$ cat src/rtl/lbca_defines.vh
// Constants of the local bus controller and arbiter, with its contract.
// Contract
// - No memory/IO pin; top status line low means I/O, high memory.
// - Transceiver enable is low during memory, I/O and interrupt acknowledge cycles.
// - Transceiver direction high on writes, low on reads.
// - On grant, float strobes, status, lock, address/data, upper address, byte-high.
// - External request ranks below refresh, above all other internal requests.
// - Finish any bus cycle in progress before granting the bus.
// - Grant latency may reach four bus cycles, sixteen clocks or more.
// - Grant waits for any locked transfer sequence to complete.
// - While granted, a pending refresh drops grant low to reclaim bus.
// - Bus retaken for refresh only after the master drops its request.
// - In reset, drive enable and strobes high one clock, then float.
// - In reset, status high then float; float data; latch strobe, grant low.
// - Strap pullups during reset; read strap low selects queue status mode.
// - Both memory selects low at reset selects pin-float emulation mode.
// - Test pin low in reset, high afterwards, selects enhanced mode.
// - Peripheral control sits in 16-bit registers of a 256-byte block.
// - Block accesses run a visible cycle but ignore data and readies.
// - Block base on 256-byte boundary; relocation register at 0xfe gives 12 bits.
// - Bit 12 selects memory space when set; I/O needs top bits zero.
// - Bit 14 sets interrupt controller slave mode, clear for master.
// - Relocation register resets to 0x20ff, block at 0xff00 in I/O.
// - Reset output held at least five clocks for six-clock input.
`ifndef LBCA_DEFINES_VH
`define LBCA_DEFINES_VH
`define LBCA_RELOC_OFFSET 8'hfe
`define LBCA_RELOC_RESET 16'h20ff
`define LBCA_RELOC_MEM_BIT 12
`define LBCA_RELOC_SLAVE_BIT 14
`define LBCA_RESET_HOLD 3'h5
`define LBCA_STAT_IDLE 3'h7
`define LBCA_STAT_IRQ_ACK_CYCLE 3'h0
`define LBCA_STAT_IORD 3'h1
`define LBCA_STAT_IOWR 3'h2
`define LBCA_STAT_MEMRD 3'h5
`define LBCA_STAT_MEMWR 3'h6
`endif

$ cat src/rtl/lbca_local_bus_ctrl.v
// Local bus control, hold arbitration, strap capture and control block decode.
`timescale 1ns/1ps
`default_nettype none
`include "lbca_defines.vh"
module lbca_local_bus_ctrl (
  input wire sys_clk_i,
  input wire nrst_i,
  input wire reset_in_n_i,
  input wire cyc_req_i,
  input wire [2:0] cyc_status_i,
  input wire cyc_lock_i,
  input wire cyc_done_i,
  input wire [19:0] cyc_addr_i,
  input wire [15:0] cyc_wdata_i,
  input wire refresh_req_i,
  input wire hold_req_i,
  input wire read_or_queue_strap_i,
  input wire upper_mem_select_i,
  input wire lower_mem_select_i,
  input wire test_pin_i,
  output reg cyc_ack_o,
  output reg refresh_ack_o,
  output reg transceiver_enable_o,
  output reg transceiver_enable_oe_o,
  output reg transceiver_direction_o,
  output reg transceiver_direction_oe_o,
  output reg rd_n_o,
  output reg wr_n_o,
  output reg strobe_oe_o,
  output reg [2:0] bus_status_lines_o,
  output reg bus_status_oe_o,
  output reg addr_latch_o,
  output reg bus_oe_o,
  output reg bus_grant_out_o,
  output reg strap_pullup_en_o,
  output reg queue_status_mode_o,
  output reg pin_float_emulation_mode_o,
  output reg enhanced_mode_o,
  output reg reset_out_o,
  output reg cb_select_o,
  output reg cb_ignore_ready_o,
  output reg [15:0] control_block_relocation_o,
  output reg irq_slave_mode_o
);
  // ****************************************************************
  // Synchronisers and reset
  // ****************************************************************
  reg [1:0] res_s_r;
  reg [1:0] hold_s_r;
  reg [1:0] refresh_indicator_s_r;
  reg [3:0] strap_m_r;
  reg [3:0] strap_s_r;
  reg [2:0] rst_cnt_r;
  reg rst_first_r;
  wire in_reset;
  wire hold_s;
  always @(posedge sys_clk_i) begin
    res_s_r <= {res_s_r[0], reset_in_n_i};
    hold_s_r <= {hold_s_r[0], hold_req_i};
    refresh_indicator_s_r <= {refresh_indicator_s_r[0], refresh_req_i};
    strap_m_r <= {read_or_queue_strap_i, upper_mem_select_i,
                  lower_mem_select_i, test_pin_i};
    strap_s_r <= strap_m_r;
  end
  assign in_reset = ~nrst_i | ~res_s_r[1];
  assign hold_s = hold_s_r[1];
  // Stretch so a six-clock input yields at least five clocks out.
  always @(posedge sys_clk_i) begin
    if (in_reset) begin
      rst_cnt_r <= `LBCA_RESET_HOLD;
      reset_out_o <= 1'b1;
    end else if (rst_cnt_r != 3'h0) begin
      rst_cnt_r <= rst_cnt_r - 3'h1;
      reset_out_o <= 1'b1;
    end else begin
      reset_out_o <= 1'b0;
    end
  end
  // ****************************************************************
  // Strap capture
  // ****************************************************************
  reg test_low_seen_r;
  always @(posedge sys_clk_i) begin
    if (in_reset) begin
      strap_pullup_en_o <= 1'b1;
      queue_status_mode_o <= ~strap_s_r[3];
      pin_float_emulation_mode_o <= ~strap_s_r[2] & ~strap_s_r[1];
      test_low_seen_r <= ~strap_s_r[0];
      enhanced_mode_o <= 1'b0;
    end else begin
      strap_pullup_en_o <= 1'b0;
      if (test_low_seen_r && strap_s_r[0])
        enhanced_mode_o <= 1'b1;
    end
  end
  // ****************************************************************
  // Bus sequencer
  // ****************************************************************
  localparam ST_RST1 = 6'h01;
  localparam ST_IDLE = 6'h02;
  localparam ST_ADDR = 6'h04;
  localparam ST_DATA = 6'h08;
  localparam ST_HOLD = 6'h10;
  localparam ST_RECL = 6'h20;
  reg [5:0] state_r;
  reg [5:0] state_nxt;
  reg locked_r;
  reg is_write_r;
  reg is_refresh_indicator_r;
  reg [2:0] stat_r;
  wire refresh_indicator = refresh_indicator_s_r[1];
  function is_wr;
    input [2:0] s;
    begin
      is_wr = (s == `LBCA_STAT_IOWR) | (s == `LBCA_STAT_MEMWR);
    end
  endfunction
  always @* begin
    state_nxt = state_r;
    case (state_r)
      ST_RST1: state_nxt = ST_IDLE;
      ST_IDLE: begin
        // Refresh first, then hold, then internal requests.
        if (refresh_indicator) state_nxt = ST_ADDR;
        else if (hold_s && !locked_r) state_nxt = ST_HOLD;
        else if (cyc_req_i) state_nxt = ST_ADDR;
      end
      ST_ADDR: state_nxt = ST_DATA;
      // Grant only from idle, so a running cycle always ends first.
      // Block cycles end without waiting for the external ready.
      ST_DATA: begin
        if (cyc_done_i || is_refresh_indicator_r || cb_select_o)
          state_nxt = ST_IDLE;
      end
      ST_HOLD: begin
        if (!hold_s) state_nxt = ST_IDLE;
        else if (refresh_indicator) state_nxt = ST_RECL;
      end
      ST_RECL: if (!hold_s) state_nxt = ST_IDLE;
      default: state_nxt = ST_IDLE;
    endcase
  end
  always @(posedge sys_clk_i) begin
    if (in_reset) begin
      state_r <= ST_RST1;
      locked_r <= 1'b0;
      is_write_r <= 1'b0;
      is_refresh_indicator_r <= 1'b0;
      stat_r <= `LBCA_STAT_IDLE;
      cyc_ack_o <= 1'b0;
      refresh_ack_o <= 1'b0;
    end else begin
      state_r <= state_nxt;
      cyc_ack_o <= 1'b0;
      refresh_ack_o <= 1'b0;
      if (state_r == ST_IDLE && state_nxt == ST_ADDR) begin
        is_refresh_indicator_r <= refresh_indicator;
        stat_r <= refresh_indicator ? `LBCA_STAT_MEMRD : cyc_status_i;
        is_write_r <= ~refresh_indicator & is_wr(cyc_status_i);
        if (!refresh_indicator) locked_r <= cyc_lock_i;
      end
      if (state_r == ST_DATA && state_nxt == ST_IDLE) begin
        cyc_ack_o <= ~is_refresh_indicator_r;
        refresh_ack_o <= is_refresh_indicator_r;
      end
    end
  end
  // ****************************************************************
  // Pin drivers
  // ****************************************************************
  wire act = (state_r == ST_ADDR) | (state_r == ST_DATA);
  wire act_nxt = (state_nxt == ST_ADDR) | (state_nxt == ST_DATA);
  // Enables follow the next state, so the pins float on the grant edge.
  wire own = ~((state_nxt == ST_HOLD) | (state_nxt == ST_RECL));
  always @(posedge sys_clk_i) begin
    if (in_reset) begin
      transceiver_enable_o <= 1'b1;
      transceiver_enable_oe_o <= (state_r != ST_RST1) | ~rst_first_r;
      rd_n_o <= 1'b1;
      wr_n_o <= 1'b1;
      strobe_oe_o <= ~rst_first_r;
      bus_status_lines_o <= `LBCA_STAT_IDLE;
      bus_status_oe_o <= ~rst_first_r;
      transceiver_direction_o <= 1'b0;
      transceiver_direction_oe_o <= 1'b0;
      bus_oe_o <= 1'b0;
      addr_latch_o <= 1'b0;
      bus_grant_out_o <= 1'b0;
      rst_first_r <= 1'b1;
    end else begin
      rst_first_r <= 1'b0;
      // Top status bit stays visible so outside logic may latch space.
      if (!act_nxt)
        bus_status_lines_o <= `LBCA_STAT_IDLE;
      else if (state_r == ST_IDLE)
        bus_status_lines_o <= refresh_indicator ? `LBCA_STAT_MEMRD : cyc_status_i;
      else
        bus_status_lines_o <= stat_r;
      transceiver_enable_o <= ~(state_r == ST_DATA);
      transceiver_direction_o <= act & is_write_r;
      rd_n_o <= ~((state_r == ST_DATA) & ~is_write_r);
      wr_n_o <= ~((state_r == ST_DATA) & is_write_r);
      addr_latch_o <= (state_r == ST_IDLE) & (state_nxt == ST_ADDR);
      transceiver_enable_oe_o <= own;
      transceiver_direction_oe_o <= own;
      strobe_oe_o <= own;
      bus_status_oe_o <= own;
      bus_oe_o <= own;
      bus_grant_out_o <= (state_nxt == ST_HOLD);
    end
  end
  // ****************************************************************
  // Control block relocation and decode
  // ****************************************************************
  wire [19:0] base = {control_block_relocation_o[11:0], 8'h00};
  wire mem_sp = control_block_relocation_o[`LBCA_RELOC_MEM_BIT];
  wire is_mem = cyc_status_i[2];
  wire io_cyc = (cyc_status_i == `LBCA_STAT_IORD) |
                (cyc_status_i == `LBCA_STAT_IOWR);
  wire mem_cyc = (cyc_status_i == `LBCA_STAT_MEMRD) |
                 (cyc_status_i == `LBCA_STAT_MEMWR);
  // In I/O space only sixteen address bits exist; base bits 19:16 must be zero.
  wire hit = mem_sp ? (mem_cyc & (cyc_addr_i[19:8] == base[19:8]))
                    : (io_cyc & is_mem == 1'b0 &
                       ({4'h0, cyc_addr_i[15:8]} == base[19:8]));
  always @(posedge sys_clk_i) begin
    if (in_reset) begin
      control_block_relocation_o <= `LBCA_RELOC_RESET;
      irq_slave_mode_o <= 1'b0;
      cb_select_o <= 1'b0;
      cb_ignore_ready_o <= 1'b0;
    end else begin
      irq_slave_mode_o <=
        control_block_relocation_o[`LBCA_RELOC_SLAVE_BIT];
      if (state_r == ST_IDLE && state_nxt == ST_ADDR && !refresh_indicator) begin
        cb_select_o <= hit;
        cb_ignore_ready_o <= hit;
        if (hit && is_wr(cyc_status_i) &&
            cyc_addr_i[7:0] == `LBCA_RELOC_OFFSET)
          control_block_relocation_o <= cyc_wdata_i;
      end else if (state_r == ST_IDLE) begin
        cb_select_o <= 1'b0;
        cb_ignore_ready_o <= 1'b0;
      end
    end
  end
endmodule
`default_nettype wire

$ cat config.mk
export PLATFORM = sky130hd
export DESIGN_NAME = lbca_local_bus_ctrl
export DESIGN_NICKNAME = d
export VERILOG_FILES = /design/src/rtl/lbca_local_bus_ctrl.v
export VERILOG_INCLUDE_DIRS = /design/src /design/src/rtl
export SDC_FILE = /design/constraint.sdc
export NUM_CORES = 1
export LEC_CHECK = 0
export BUFFER_PORTS_ARGS = -buffer_cell sky130_fd_sc_hd__buf_4
export CAP_MARGIN = 20
export CORE_UTILIZATION = 35
export DETAILED_ROUTE_END_ITERATION = 6
export PLACE_DENSITY = 0.67
export SLEW_MARGIN = 5
export SYNTH_ARGS = -nofsm -noshare
export SYNTH_HDL_FRONTEND = slang
export SYNTH_SLANG_ARGS = --single-unit
export TNS_END_PERCENT = 30
$ cat constraint.sdc
create_clock -name sys_clk_i -period 3.6 [get_ports sys_clk_i]
set_clock_uncertainty 0.15 [all_clocks]
set_input_delay 1.08 -clock sys_clk_i [delete_from_list [all_inputs] [get_ports sys_clk_i]]
set_output_delay 1.08 -clock sys_clk_i [all_outputs]
set_load 0.01 [all_outputs]
# Word-level counts from Yosys, hierarchy flattened
# Index checks and enable logic that the tools add are counted.
# totals
word_cells	119
reg_bits	67
# classes
reduce_logical	17
n_eq_ne	18
mux	17
n_addsub	1
bitwise_logic	34
# ops
operator	count
2-to-1 mux 6 bit	7
one-hot mux 6 bit (5 select lines)	1
inverter 1 bit	17
== test 12 bit	1
== test 6 x 2 -> 1 bit (second input constant)	2
== test 6 x 3 -> 1 bit (second input constant)	2
== test 6 x 4 -> 1 bit (second input constant)	2
== test 6 x 5 -> 1 bit (second input constant)	2
== test 6 bit (second input constant)	2
== test 8 x 12 -> 1 bit	1
AND 1 bit	9
== test 8 bit (second input constant)	1
OR 1 bit	8
logical AND 1 bit	7
2-to-1 mux 1 bit	7
== test 3 bit (second input constant)	2
2-to-1 mux 3 bit	2
!= test 6 x 1 -> 1 bit (second input constant)	1
AND reduction 2 bit	2
OR reduction 2 bit	2
== test 3 x 1 -> 1 bit (second input constant)	1
== test 3 x 2 -> 1 bit (second input constant)	1
nonzero test 3 bit	1
subtractor 3 x 1 -> 3 bit (second input constant)	1
other kinds (3)	5

# Logic depth before layout (Yosys ltp)
# Gate-level depths: netlist of the first run.
# logic_depth
word_depth	9
ltp_mapped	8

# Worst setup path before layout of the first run
# OpenSTA, ideal clock, no wires.
# synth_path
kind	in2reg
start	in cyc_status_i[1]
end	reg control_block_relocation_o[14]
setup_slack_ps	1083
path_buffers	1
arrival_ps	2295
path_stages	6
cell_sequence	xor2_1 -> nand2_1 -> or3_1 -> buf_6 -> nor3_4 -> mux2i_1
# synth_between
elab_chain_len	8
elab_cells_between_ends	14
classes_between	eq/ne (4); mux (1); bitwise (6); reduce/logical (3)
# synth_lines
item	line_no	text
from (decl)	lbca_local_bus_ctrl.v:10	input wire [2:0] cyc_status_i,
== test 3 x 1 -> 1 bit (no source line) / == test 3 x 2 -> 1 bit (equally long branches)	-	
OR 1 bit	lbca_local_bus_ctrl.v:218	wire io_cyc = (cyc_status_i == `LBCA_STAT_IORD) |
AND 1 bit (2 in series)	lbca_local_bus_ctrl.v:224	: (io_cyc & is_mem == 1'b0 &
2-to-1 mux 1 bit	lbca_local_bus_ctrl.v:223	wire hit = mem_sp ? (mem_cyc & (cyc_addr_i[19:8] == base[19:8]))
logical AND 1 bit *	lbca_local_bus_ctrl.v:238	if (hit && is_wr(cyc_status_i) &&
logical AND 1 bit (no source line) *	-	
AND reduction 2 bit (no source line) *	-	
to (signal assigned)	lbca_local_bus_ctrl.v:228	control_block_relocation_o <= `LBCA_RELOC_RESET;
to (signal assigned)	lbca_local_bus_ctrl.v:240	control_block_relocation_o <= cyc_wdata_i;
to (decl)	lbca_local_bus_ctrl.v:42	output reg [15:0] control_block_relocation_o,
# Every way passes the cells marked *; elsewhere a longest branch is shown, timed or not.
# A chain may end at the register's enable or synchronous reset.

# Worst setup path in the final report of the first run
# layout_path
start	in cyc_status_i[0]
end	reg control_block_relocation_o[11]
# The elaborated chain is that of the path after synthesis.

==> impl_metrics.toml, run 1 <==
[route]
ant_nets = 0
viasPerCell = 4.88
drt_iter0_markers = 76
drcViolationCount = 0
drt_wl_total_microns = 5870
route.vias.total = 2238
wl_per_cell_microns = 12.8
dr.pass1.iters = 4

[synth]
netlist_instances = 267
synthTopCellsByArea = "dfxtp_1 49%, o211ai_1 4.6%, nand4_1 4.3%"
synth-compound-area-share = 0.129
synth-main-ff-cell = "dfxtp_1"
synthMuxAreaShare = 0.0192
synth_top_family_by_area = "simple AND/OR/NAND/NOR gates"
synth.cell_area_sq_mm = 0.00261
avgSynthCellArea_sq_um = 9.77
yosysTopAreaCell = "dfxtp_1"
synth_fa_ha_area_frac = 0.00959
yosys_register_bits = 67
async_flop_share = 0
synth_top_area_share = 0.491
synth_fp_nets = 320
yosys.area_share.simple = 0.202
synth_edf_count = 3
synthXorXnorAreaFrac = 0.0537
seq_area_frac_synth = 0.526
synth_cell_types = 43
yosys_warnings = 0

[placed_design]
place.gp.congestion = 0.757
placed_cell_area_sq_mm = 0.00335
place_hpwl_microns = 4310
dpl.cell_count = 443
dpl_worst_slack_ps = 576
port-buffer-count = 90

[clock_network]
worstSkewPairLatency_ps = 340
cts_root_buf = "clkbuf_8"
cts.sinks = 67
path_clk_slew_ps = 70
cts-resized-gates = 0
cts_tree = "built"
ctsHtreeMaxLevel = 3
clk_path_buf_depth = 2
hold_buffers = 0
cts_setup_buffers = 0
numCtsBuffers = 9

[worst_setup_path]
rrSetupSlack_ps = 1280
crit_type = "input pin to register"
end_kind = "register"
critPathLaunchType = "input pin"
cp.required_ps = 3710
r2r_cells = 5
critPathMaxFanout = 15
cp.arrival_ps = 2780

[die]
initial_core_util = 0.362
die_y_microns = 88.3
core_sq_mm = 0.00721
io_pins = 91
rows = 31
die_w_microns = 88.3
die_area_sq_mm = 0.00780

[timing]
fin_hold_ws_ps = 178
fin_crit_ps = 2670
max_freq_mhz = 375
fin_crit_sh = 0.741
hold_violations = 0
relSlewSlack = 0.447
maxSlewViolCount = 0
fin_setup_tns_ps = 0
setup_ws_ps = 931
setup_viol = 0
tightest_slew_ps = 828
grt_setup_unrepaired = "no"

[global_route]
grt_pass1_vias = 2046
grt_pass1_wl_microns = 8960
grt_start_max_net_pins = 27
track_usage = 0.151
overflow = 0
antenna_found_initial = 0

[layout]
drive_above_1_share = 0.325
fin_area_sq_mm = 0.00360
nFillCells = 684
area_delta_synth_final_pct = 37.9
instances_no_fill = 459
diodes = 0
nNetsFinal = 408

[pwr]
p_leak_uw = 0.00159
cellPowerDensity_mw_per_mm2 = 460
vdd_drop_max_v = 0.000179

[run_status]
status = "finished clean"

[job]
drv_cap = 0

[worst_hold_path]
hold_class = "register to register"
holdPathStages = 0
[path summary, 6_finish.rpt]
path | start | to
setup / recovery | cyc_status_i[0] | control_block_relocation_o[11]
hold / removal | res_s_r[0] | res_s_r[1]
setup reg to reg | refresh_indicator_s_r[1] | control_block_relocation_o[11]
hold reg to reg | res_s_r[0] | res_s_r[1]
[cells in the final DEF (no fill, tap or decap), types with 3 or more instances in the layout]
cell type	Yosys	final
nand4_1	18	18
nand2b_1	5	5
clkbuf_8	0	10
inv_1	18	18
xnor2_1	12	12
nor3_1	4	3
nor2_1	20	20
edfxtp_1	3	3
o31ai_1	8	7
o211ai_1	16	16
bufinv_16	0	3
xor2_1	4	4
a21oi_1	12	12
or2_2	3	3
mux2i_1	5	5
nand2_1	16	16
buf_4	3	93
nor3b_1	4	4
dfxtp_1	64	64
nand3_1	6	6
and2_1	4	4
[synthesized netlist by cell type (all sizes together), types with 7 or more instances]
master	n
nand2	16
o31ai	8
nand3	7
nand4	18
nor2	20
a21oi	12
inv	18
buf	9
o211ai	16
clkbuf	7
xnor2	12
dfxtp	64
[routing by layer]
| metal | vias up | GRT usage | routed length, microns |
|---|---|---|---|
| met2 | 54 | 0.263 | 2940 |
| met3 | 12 | 0.0485 | 339 |
| li1 | 1126 | - | - |
| met5 | - | 0 | 0 |
| met4 | 0 | 0.0645 | 104 |
| met1 | 1046 | 0.171 | 2490 |
[state kept, by name (all words and copies together) (netlist names), 2 cells and up]
register,cells
hold_s_r,2
stat_r,3
control_block_relocation_o,16
state_r,6
strap_m_r,4
bus_status_lines_o,3
strap_s_r,4
rst_cnt_r,3
refresh_indicator_s_r,2
res_s_r,2
[metrics by stage]
stage / utilization / total power (uW)
6_report: 0.499 / 1650
5_1_grt: 0.499 / 1710
4_1_cts: 0.499 / 1670
3_5_place_dp: 0.464 / 907
3_3_place_gp: 0.464 / 905
2_1_floorplan: - / 841
[cell families (layout without fill, tap and decap cells)]
| logic type | Yosys count | in the layout |
|---|---|---|
| and+or+nand+nor | 95 | 95 |
| AOI/OAI and AO/OA | 48 | 48 |
| DFF | 67 | 67 |
| muxes | 5 | 5 |
| adders and majority gates | 2 | 2 |
| xor gates and xnor gates | 16 | 16 |
| buffers and inverters | 34 | 127 |
[where the power goes]
part	switching (uW)	leakage, uW	internal (uW)
clock network	285	0.000123	480
registers	10.2	0.000555	765
logic	49.5	0.000910	64.2
total	345	0.00159	1310
[layout make-up]
class | count | area [sq um] | share of cell area
tap | 99 | 124 | 0.0344
multi-input combinational | 166 | 1090 | 0.303
clock inverter | 6 | 111 | 0.0309
inverter | 18 | 67.6 | 0.0188
timing repair buffer | 93 | 698 | 0.194
sequential | 67 | 1370 | 0.381
clock buffer | 10 | 138 | 0.0382
[critical path, cell delays in order]
cell     delay (ps)
buf_4           120
nor3b_1         280
nor3b_1         400
and3_1          560
nand4_1         170
a21oi_1         170
Power figures use the tool's default switching activity.
==> inputs of run 2 (changes only) <==
PLACE_DENSITY = 0.7   (was 0.67)
clock period = 2.4 ns   (was 3.6 ns; I/O delays follow)
==> run 2 against run 1 <==
Sequential cell count unchanged. Global-route usage increased by 1.2 points. First-iteration DRC count decreased by 11%. Largest cell class unchanged.
==> impl_metrics.toml, run 2 (synthesis results as in run 1) <==
[pwr]
cellPowerDensity_mw_per_mm2 = 692
intPower_uw = 2040
total_power_uw = 2560
p_comb_frac = 0.071
power_switching_uw = 514
p_sw_frac = 0.201
p_leak_uw = 0.00164
vdd_drop_max_v = 0.000417
pwr-share-clk = 0.475
seq_power_share = 0.454

[die]
die_w_microns = 88.3
core_sq_mm = 0.00721
io_pins = 91
initial_core_util = 0.362
die_area_sq_mm = 0.00780
rows = 31
die_y_microns = 88.3

[layout]
reg.largest.list = "control_block_relocation_o (16), state_r (6)"
area_delta_synth_final_pct = 41.6
final_common_cell = "buf_4"
diodes = 0
instances_no_fill = 468
fin_area_sq_mm = 0.00369
largest_reg_flops = 16
seq_area_sq_mm = 0.00137
multiInputGateArea_sq_mm = 0.00109
layout_common_cells = "101 x buf_4, 64 x dfxtp_1, 20 x nor2_1"
drive_above_1_share = 0.339
nFillCells = 691
top_register = "control_block_relocation_o"
nNetsFinal = 417

[timing]
setup_viol = 0
tightest_slew_ps = 527
max_freq_mhz = 480
fin_crit_sh = 0.868
hold_violations = 0
grt_setup_unrepaired = "no"
maxSlewViolCount = 0
fin_crit_ps = 2080
fin_hold_ws_ps = 178
relSlewSlack = 0.645

[global_route]
overflow = 0
antenna_found_initial = 0
grt_start_max_net_pins = 24
track_usage = 0.163
grt_pass1_wl_microns = 9650
grt_pass1_vias = 2163

[worst_setup_path]
path_buf_inv = 2
crit_type = "input pin to register"
timing.rr.start = "control_block_relocation_o[2]"
cp.arrival_ps = 2140
crit_top_cell = "buf_4"
end_kind = "register"
cp.required_ps = 2460
reg2reg_to = "control_block_relocation_o[11]"
crit_chain = "buf_4 > xor2_1 > nand2_1 > or3_1 > buf_4 > o31ai_1 > a21oi_1"
r2r_cells = 6
worst_path_dominant_cell_family = "simple AND/OR/NAND/NOR gates"
path_depth = 7
rrSetupSlack_ps = 480
max_stage_delay_ps = 430
critPathMaxFanout = 6
crit_path_top_delay_cell = "or3_1"
critPathLaunchType = "input pin"

[placed_design]
dpl.cell_count = 452
place_hpwl_microns = 4570
placed_cell_area_sq_mm = 0.00343
place.gp.congestion = 0.824
port-buffer-count = 90

[clock_network]
cts_root_buf = "clkbuf_8"
ctsHtreeMaxLevel = 3
cts-resized-gates = 0
cts_tree = "built"
cts_setup_buffers = 0
numCtsBuffers = 9
hold_buffers = 0
path_clk_slew_ps = 70
clk_path_buf_depth = 2
cts.sinks = 67
worstSkewPairLatency_ps = 330

[route]
drt_wl_total_microns = 6180
viasPerCell = 4.75
drcViolationCount = 0
drt-met1-wl_microns = 2720
wl_met3_microns = 281
dr.pass1.iters = 4
route.vias.total = 2224
wl_per_cell_microns = 13.2
ant_nets = 0
top_layer_used = "met4"
drt_iter0_markers = 68
wl_met2_microns = 3110

[worst_hold_path]
holdPathStages = 0
hp-start = "hold_s_r[0]"
min_to = "hold_s_r[1]"
hold_class = "register to register"

[run_status]
status = "finished clean"

[job]
drv_cap = 0
[run 2: cell count changes in the layout (fill, tap and decap cells not counted)]
cell and change:
buf_4 +8, clkinv_2 -1, clkinv_4 +1, bufinv_16 +1, inv_6 -1, clkinv_1 +1, clkbuf_8 -1, buf_12 +1
[run 2: final cells by class]
cell class                      count  share of cell area
Clock buffer                        9              0.0335
Clock inverter                      7              0.0379
Inverter                           18              0.0183
Multi-Input combinational cell    166               0.295
Sequential cell                    67               0.371
Tap cell                           99              0.0335
Timing Repair Buffer              102               0.211
[run 2: worst max path at each step]
stage,start,slack (ps),endpoint
detailed placement,cyc_status_i[0],-30,control_block_relocation_o[11]
floorplan,cyc_status_i[1],240,control_block_relocation_o[14]
CTS,cyc_status_i[0],330,control_block_relocation_o[11]
global placement,cyc_status_i[0],30,control_block_relocation_o[15]
global route,cyc_status_i[0],230,control_block_relocation_o[14]
finish,cyc_status_i[0],320,control_block_relocation_o[11]
[run 2: routing by layer]
layer,GRT usage,up-vias
met5,0,-
li1,-,1137
met4,0.0762,0
met1,0.193,1033
met2,0.277,50
met3,0.0420,4
[run 2: metrics by stage]
stage,setup TNS [ps],setup WS (ps),util
global placement,0,26.4,0.475
CTS,0,327,0.512
finish,0,316,0.512
global route,0,229,0.512
detailed placement,-72.4,-31.1,0.475
floorplan,0,243,-
[run 2: power groups by stage]
stage / combinational, uW / sequential (uW) / clock (uW)
2_1_floorplan: 72.7 / 1190 / 0
3_3_place_gp: 178 / 1190 / 0
3_5_place_dp: 181 / 1190 / 0
4_1_cts: 182 / 1160 / 1250
5_1_grt: 198 / 1160 / 1300
6_report: 181 / 1160 / 1210
==> inputs of run 3 (changes only) <==
ABC_AREA = 1   (was default)
CORE_MARGIN = 2   (was default)
PLACE_DENSITY = 0.69   (was 0.7)
==> run 3 against run 2 <==
Sequential cell count did not move. Clock-buffer cell count rose by 1. Clock power about the same. Worst setup slack better by 180 ps. First-iteration DRC count up 90%. Non-clock buffer count is 7 lower. Fmax grew 9.4%. Critical endpoint is now control_block_relocation_o[7].
==> impl_metrics.toml, run 3 <==
[synth]
synth-main-ff-cell = "dfxtp_1"
synthTopCellsByArea = "dfxtp_1 48%, nand2_1 12%, inv_1 7.4%"
synth-compound-area-share = 0.0557
synth_edf_count = 3
yosysTopAreaCell = "dfxtp_1"
async_flop_share = 0
seq_area_frac_synth = 0.517
synthXorXnorAreaFrac = 0.0165
synthMuxAreaShare = 0
synth_top_area_share = 0.483
synth_cell_types = 32
avgSynthCellArea_sq_um = 7.82
synth.most_common_cell = "nand2_1"
synth_fa_ha_area_frac = 0.00944
synth.cell_area_sq_mm = 0.00265
yosys_register_bits = 67
yosys.area_share.simple = 0.302
yosys_warnings = 0
yosys-top-cells-count = "82 x nand2_1, 64 x dfxtp_1, 52 x inv_1, 41 x nor2_1, 22 x nand3_1"
netlist_instances = 339
synth_fp_nets = 392
synth_top_family_by_area = "simple AND/OR/NAND/NOR gates"

[layout]
diodes = 0
drive_above_1_share = 0.271
area_delta_synth_final_pct = 38.8
seq_area_sq_mm = 0.00137
top_register = "control_block_relocation_o"
final_common_cell = "buf_4"
nFillCells = 731
layout_common_cells = "95 x buf_4, 82 x nand2_1, 64 x dfxtp_1"
largest_reg_flops = 16
nNetsFinal = 487
reg.largest.list = "control_block_relocation_o (16), state_r (6)"
multiInputGateArea_sq_mm = 0.00102

[pwr]
p_sw_frac = 0.193
p_leak_uw = 0.00191
p_comb_frac = 0.067
seq_power_share = 0.462
cellPowerDensity_mw_per_mm2 = 683
vdd_drop_max_v = 0.000307
power_switching_uw = 484
pwr-share-clk = 0.471
intPower_uw = 2030
total_power_uw = 2510

[route]
dr.pass1.iters = 4
wl_per_cell_microns = 11.2
drt_iter0_markers = 129
drcViolationCount = 0
drt-met1-wl_microns = 2680
route.vias.total = 2408
top_layer_used = "met4"
viasPerCell = 4.48
wl_met3_microns = 434
wl_met2_microns = 2780
drt_wl_total_microns = 6020
ant_nets = 0

[clock_network]
cts_root_buf = "clkbuf_8"
cts.sinks = 67
numCtsBuffers = 9
cts-resized-gates = 0
worstSkewPairLatency_ps = 330
path_clk_slew_ps = 70
ctsHtreeMaxLevel = 3
cts_setup_buffers = 0
clk_path_buf_depth = 2
cts_tree = "built"
hold_buffers = 0

[timing]
fin_crit_sh = 0.794
grt_setup_unrepaired = "no"
tightest_slew_ps = 368
max_freq_mhz = 525
fin_crit_ps = 1900
relSlewSlack = 0.755
setup_ws_ps = 495
hold_violations = 0
fin_setup_tns_ps = 0
setup_viol = 0
maxSlewViolCount = 0

[global_route]
grt_start_max_net_pins = 27
track_usage = 0.154
grt_pass1_vias = 2318
antenna_found_initial = 0
overflow = 0
grt_pass1_wl_microns = 10300

[worst_hold_path]
hold_class = "register to register"
holdPathStages = 0
min_to = "strap_s_r[3]"
hp-start = "strap_m_r[3]"

[placed_design]
place_hpwl_microns = 4590
port-buffer-count = 90
place.gp.congestion = 0.884
dpl_worst_slack_ps = 160

[die]
initial_core_util = 0.363
core_sq_mm = 0.00729
die_y_microns = 91.0
die_area_sq_mm = 0.00828
rows = 31
io_pins = 91
die_w_microns = 91.0

[worst_setup_path]
worst_path_dominant_cell_family = "simple AND/OR/NAND/NOR gates"
cp.required_ps = 2460
path_depth = 7
reg2reg_to = "control_block_relocation_o[7]"
r2r_cells = 9
crit_type = "input pin to register"
startpoint = "cyc_status_i[0]"
critPathLaunchType = "input pin"
rrSetupSlack_ps = 520
crit_chain = "buf_4 > xor2_1 > nand3_1 > nor2_1 > nand4_4 > nand2_1 > nand3_1"
cp.arrival_ps = 1960
timing.rr.start = "state_r[1]"
crit_top_cell = "nand3_1"
crit_path_top_delay_cell = "nand4_4"
critPathMaxFanout = 23
path_buf_inv = 1
max_stage_delay_ps = 310
end_kind = "register"

[run_status]
status = "finished clean"

[job]
drv_cap = 0
==> run 3: through the flow <==
step	hold WS, ps	instance area, sq um	util	cells
3_5_place_dp	163	3420	0.469	522
4_1_cts	180	3680	0.504	538
5_1_grt	183	3680	0.504	538
6_report	178	3680	0.504	538
3_3_place_gp	160	3420	0.469	522
2_1_floorplan	160	2650	-	339
==> run 3: how the worst max path moves through the flow <==
stage	to	slack, ps
after detailed placement	control_block_relocation_o[9]	160
after global placement	control_block_relocation_o[11]	220
after floorplan	control_block_relocation_o[3]	440
final	control_block_relocation_o[7]	500
after CTS	control_block_relocation_o[7]	490
after global routing	control_block_relocation_o[12]	300
==> run 3: logic make-up after synthesis <==
logic type | count (synthesis)
AND/OR/NAND/NOR | 175
flip-flops | 67
buffers and inverters | 64
AO/OA/AOI/OAI | 26
XOR/XNOR | 5
adder cells (fa/ha/maj) | 2
==> run 3: worst reg2reg max path: stages (launching register included) <==
cell and delay [ps]:
dfxtp_1 360, inv_1 100, nor2_2 130, nand3_4 130, inv_2 110, nand2_2 80
nor2_4 130, nand4_4 310, nand2_1 160, nand3_1 80
==> run 3: power by group through the flow <==
stage	Clock [uW]	Combinational (uW)	Sequential [uW]
after global routing	1270	189	1160
after floorplan	0	66.8	1190
after CTS	1210	171	1160
final	1180	169	1160
after global placement	0	168	1180
after detailed placement	0	170	1190
==> run 3: layer usage <==
| metal | vias up | GRT usage |
|---|---|---|
| li1 | 1254 | - |
| met5 | - | 0 |
| met3 | 11 | 0.0515 |
| met1 | 1071 | 0.187 |
| met4 | 0 | 0.0682 |
| met2 | 72 | 0.248 |
==> run 3: layout make-up <==
cell class,count,area share
Sequential cell,67,0.373
Clock inverter,6,0.0347
Inverter,53,0.0541
Clock buffer,10,0.0347
Multi-Input combinational cell,208,0.276
Tap cell,99,0.0337
Timing Repair Buffer,95,0.194
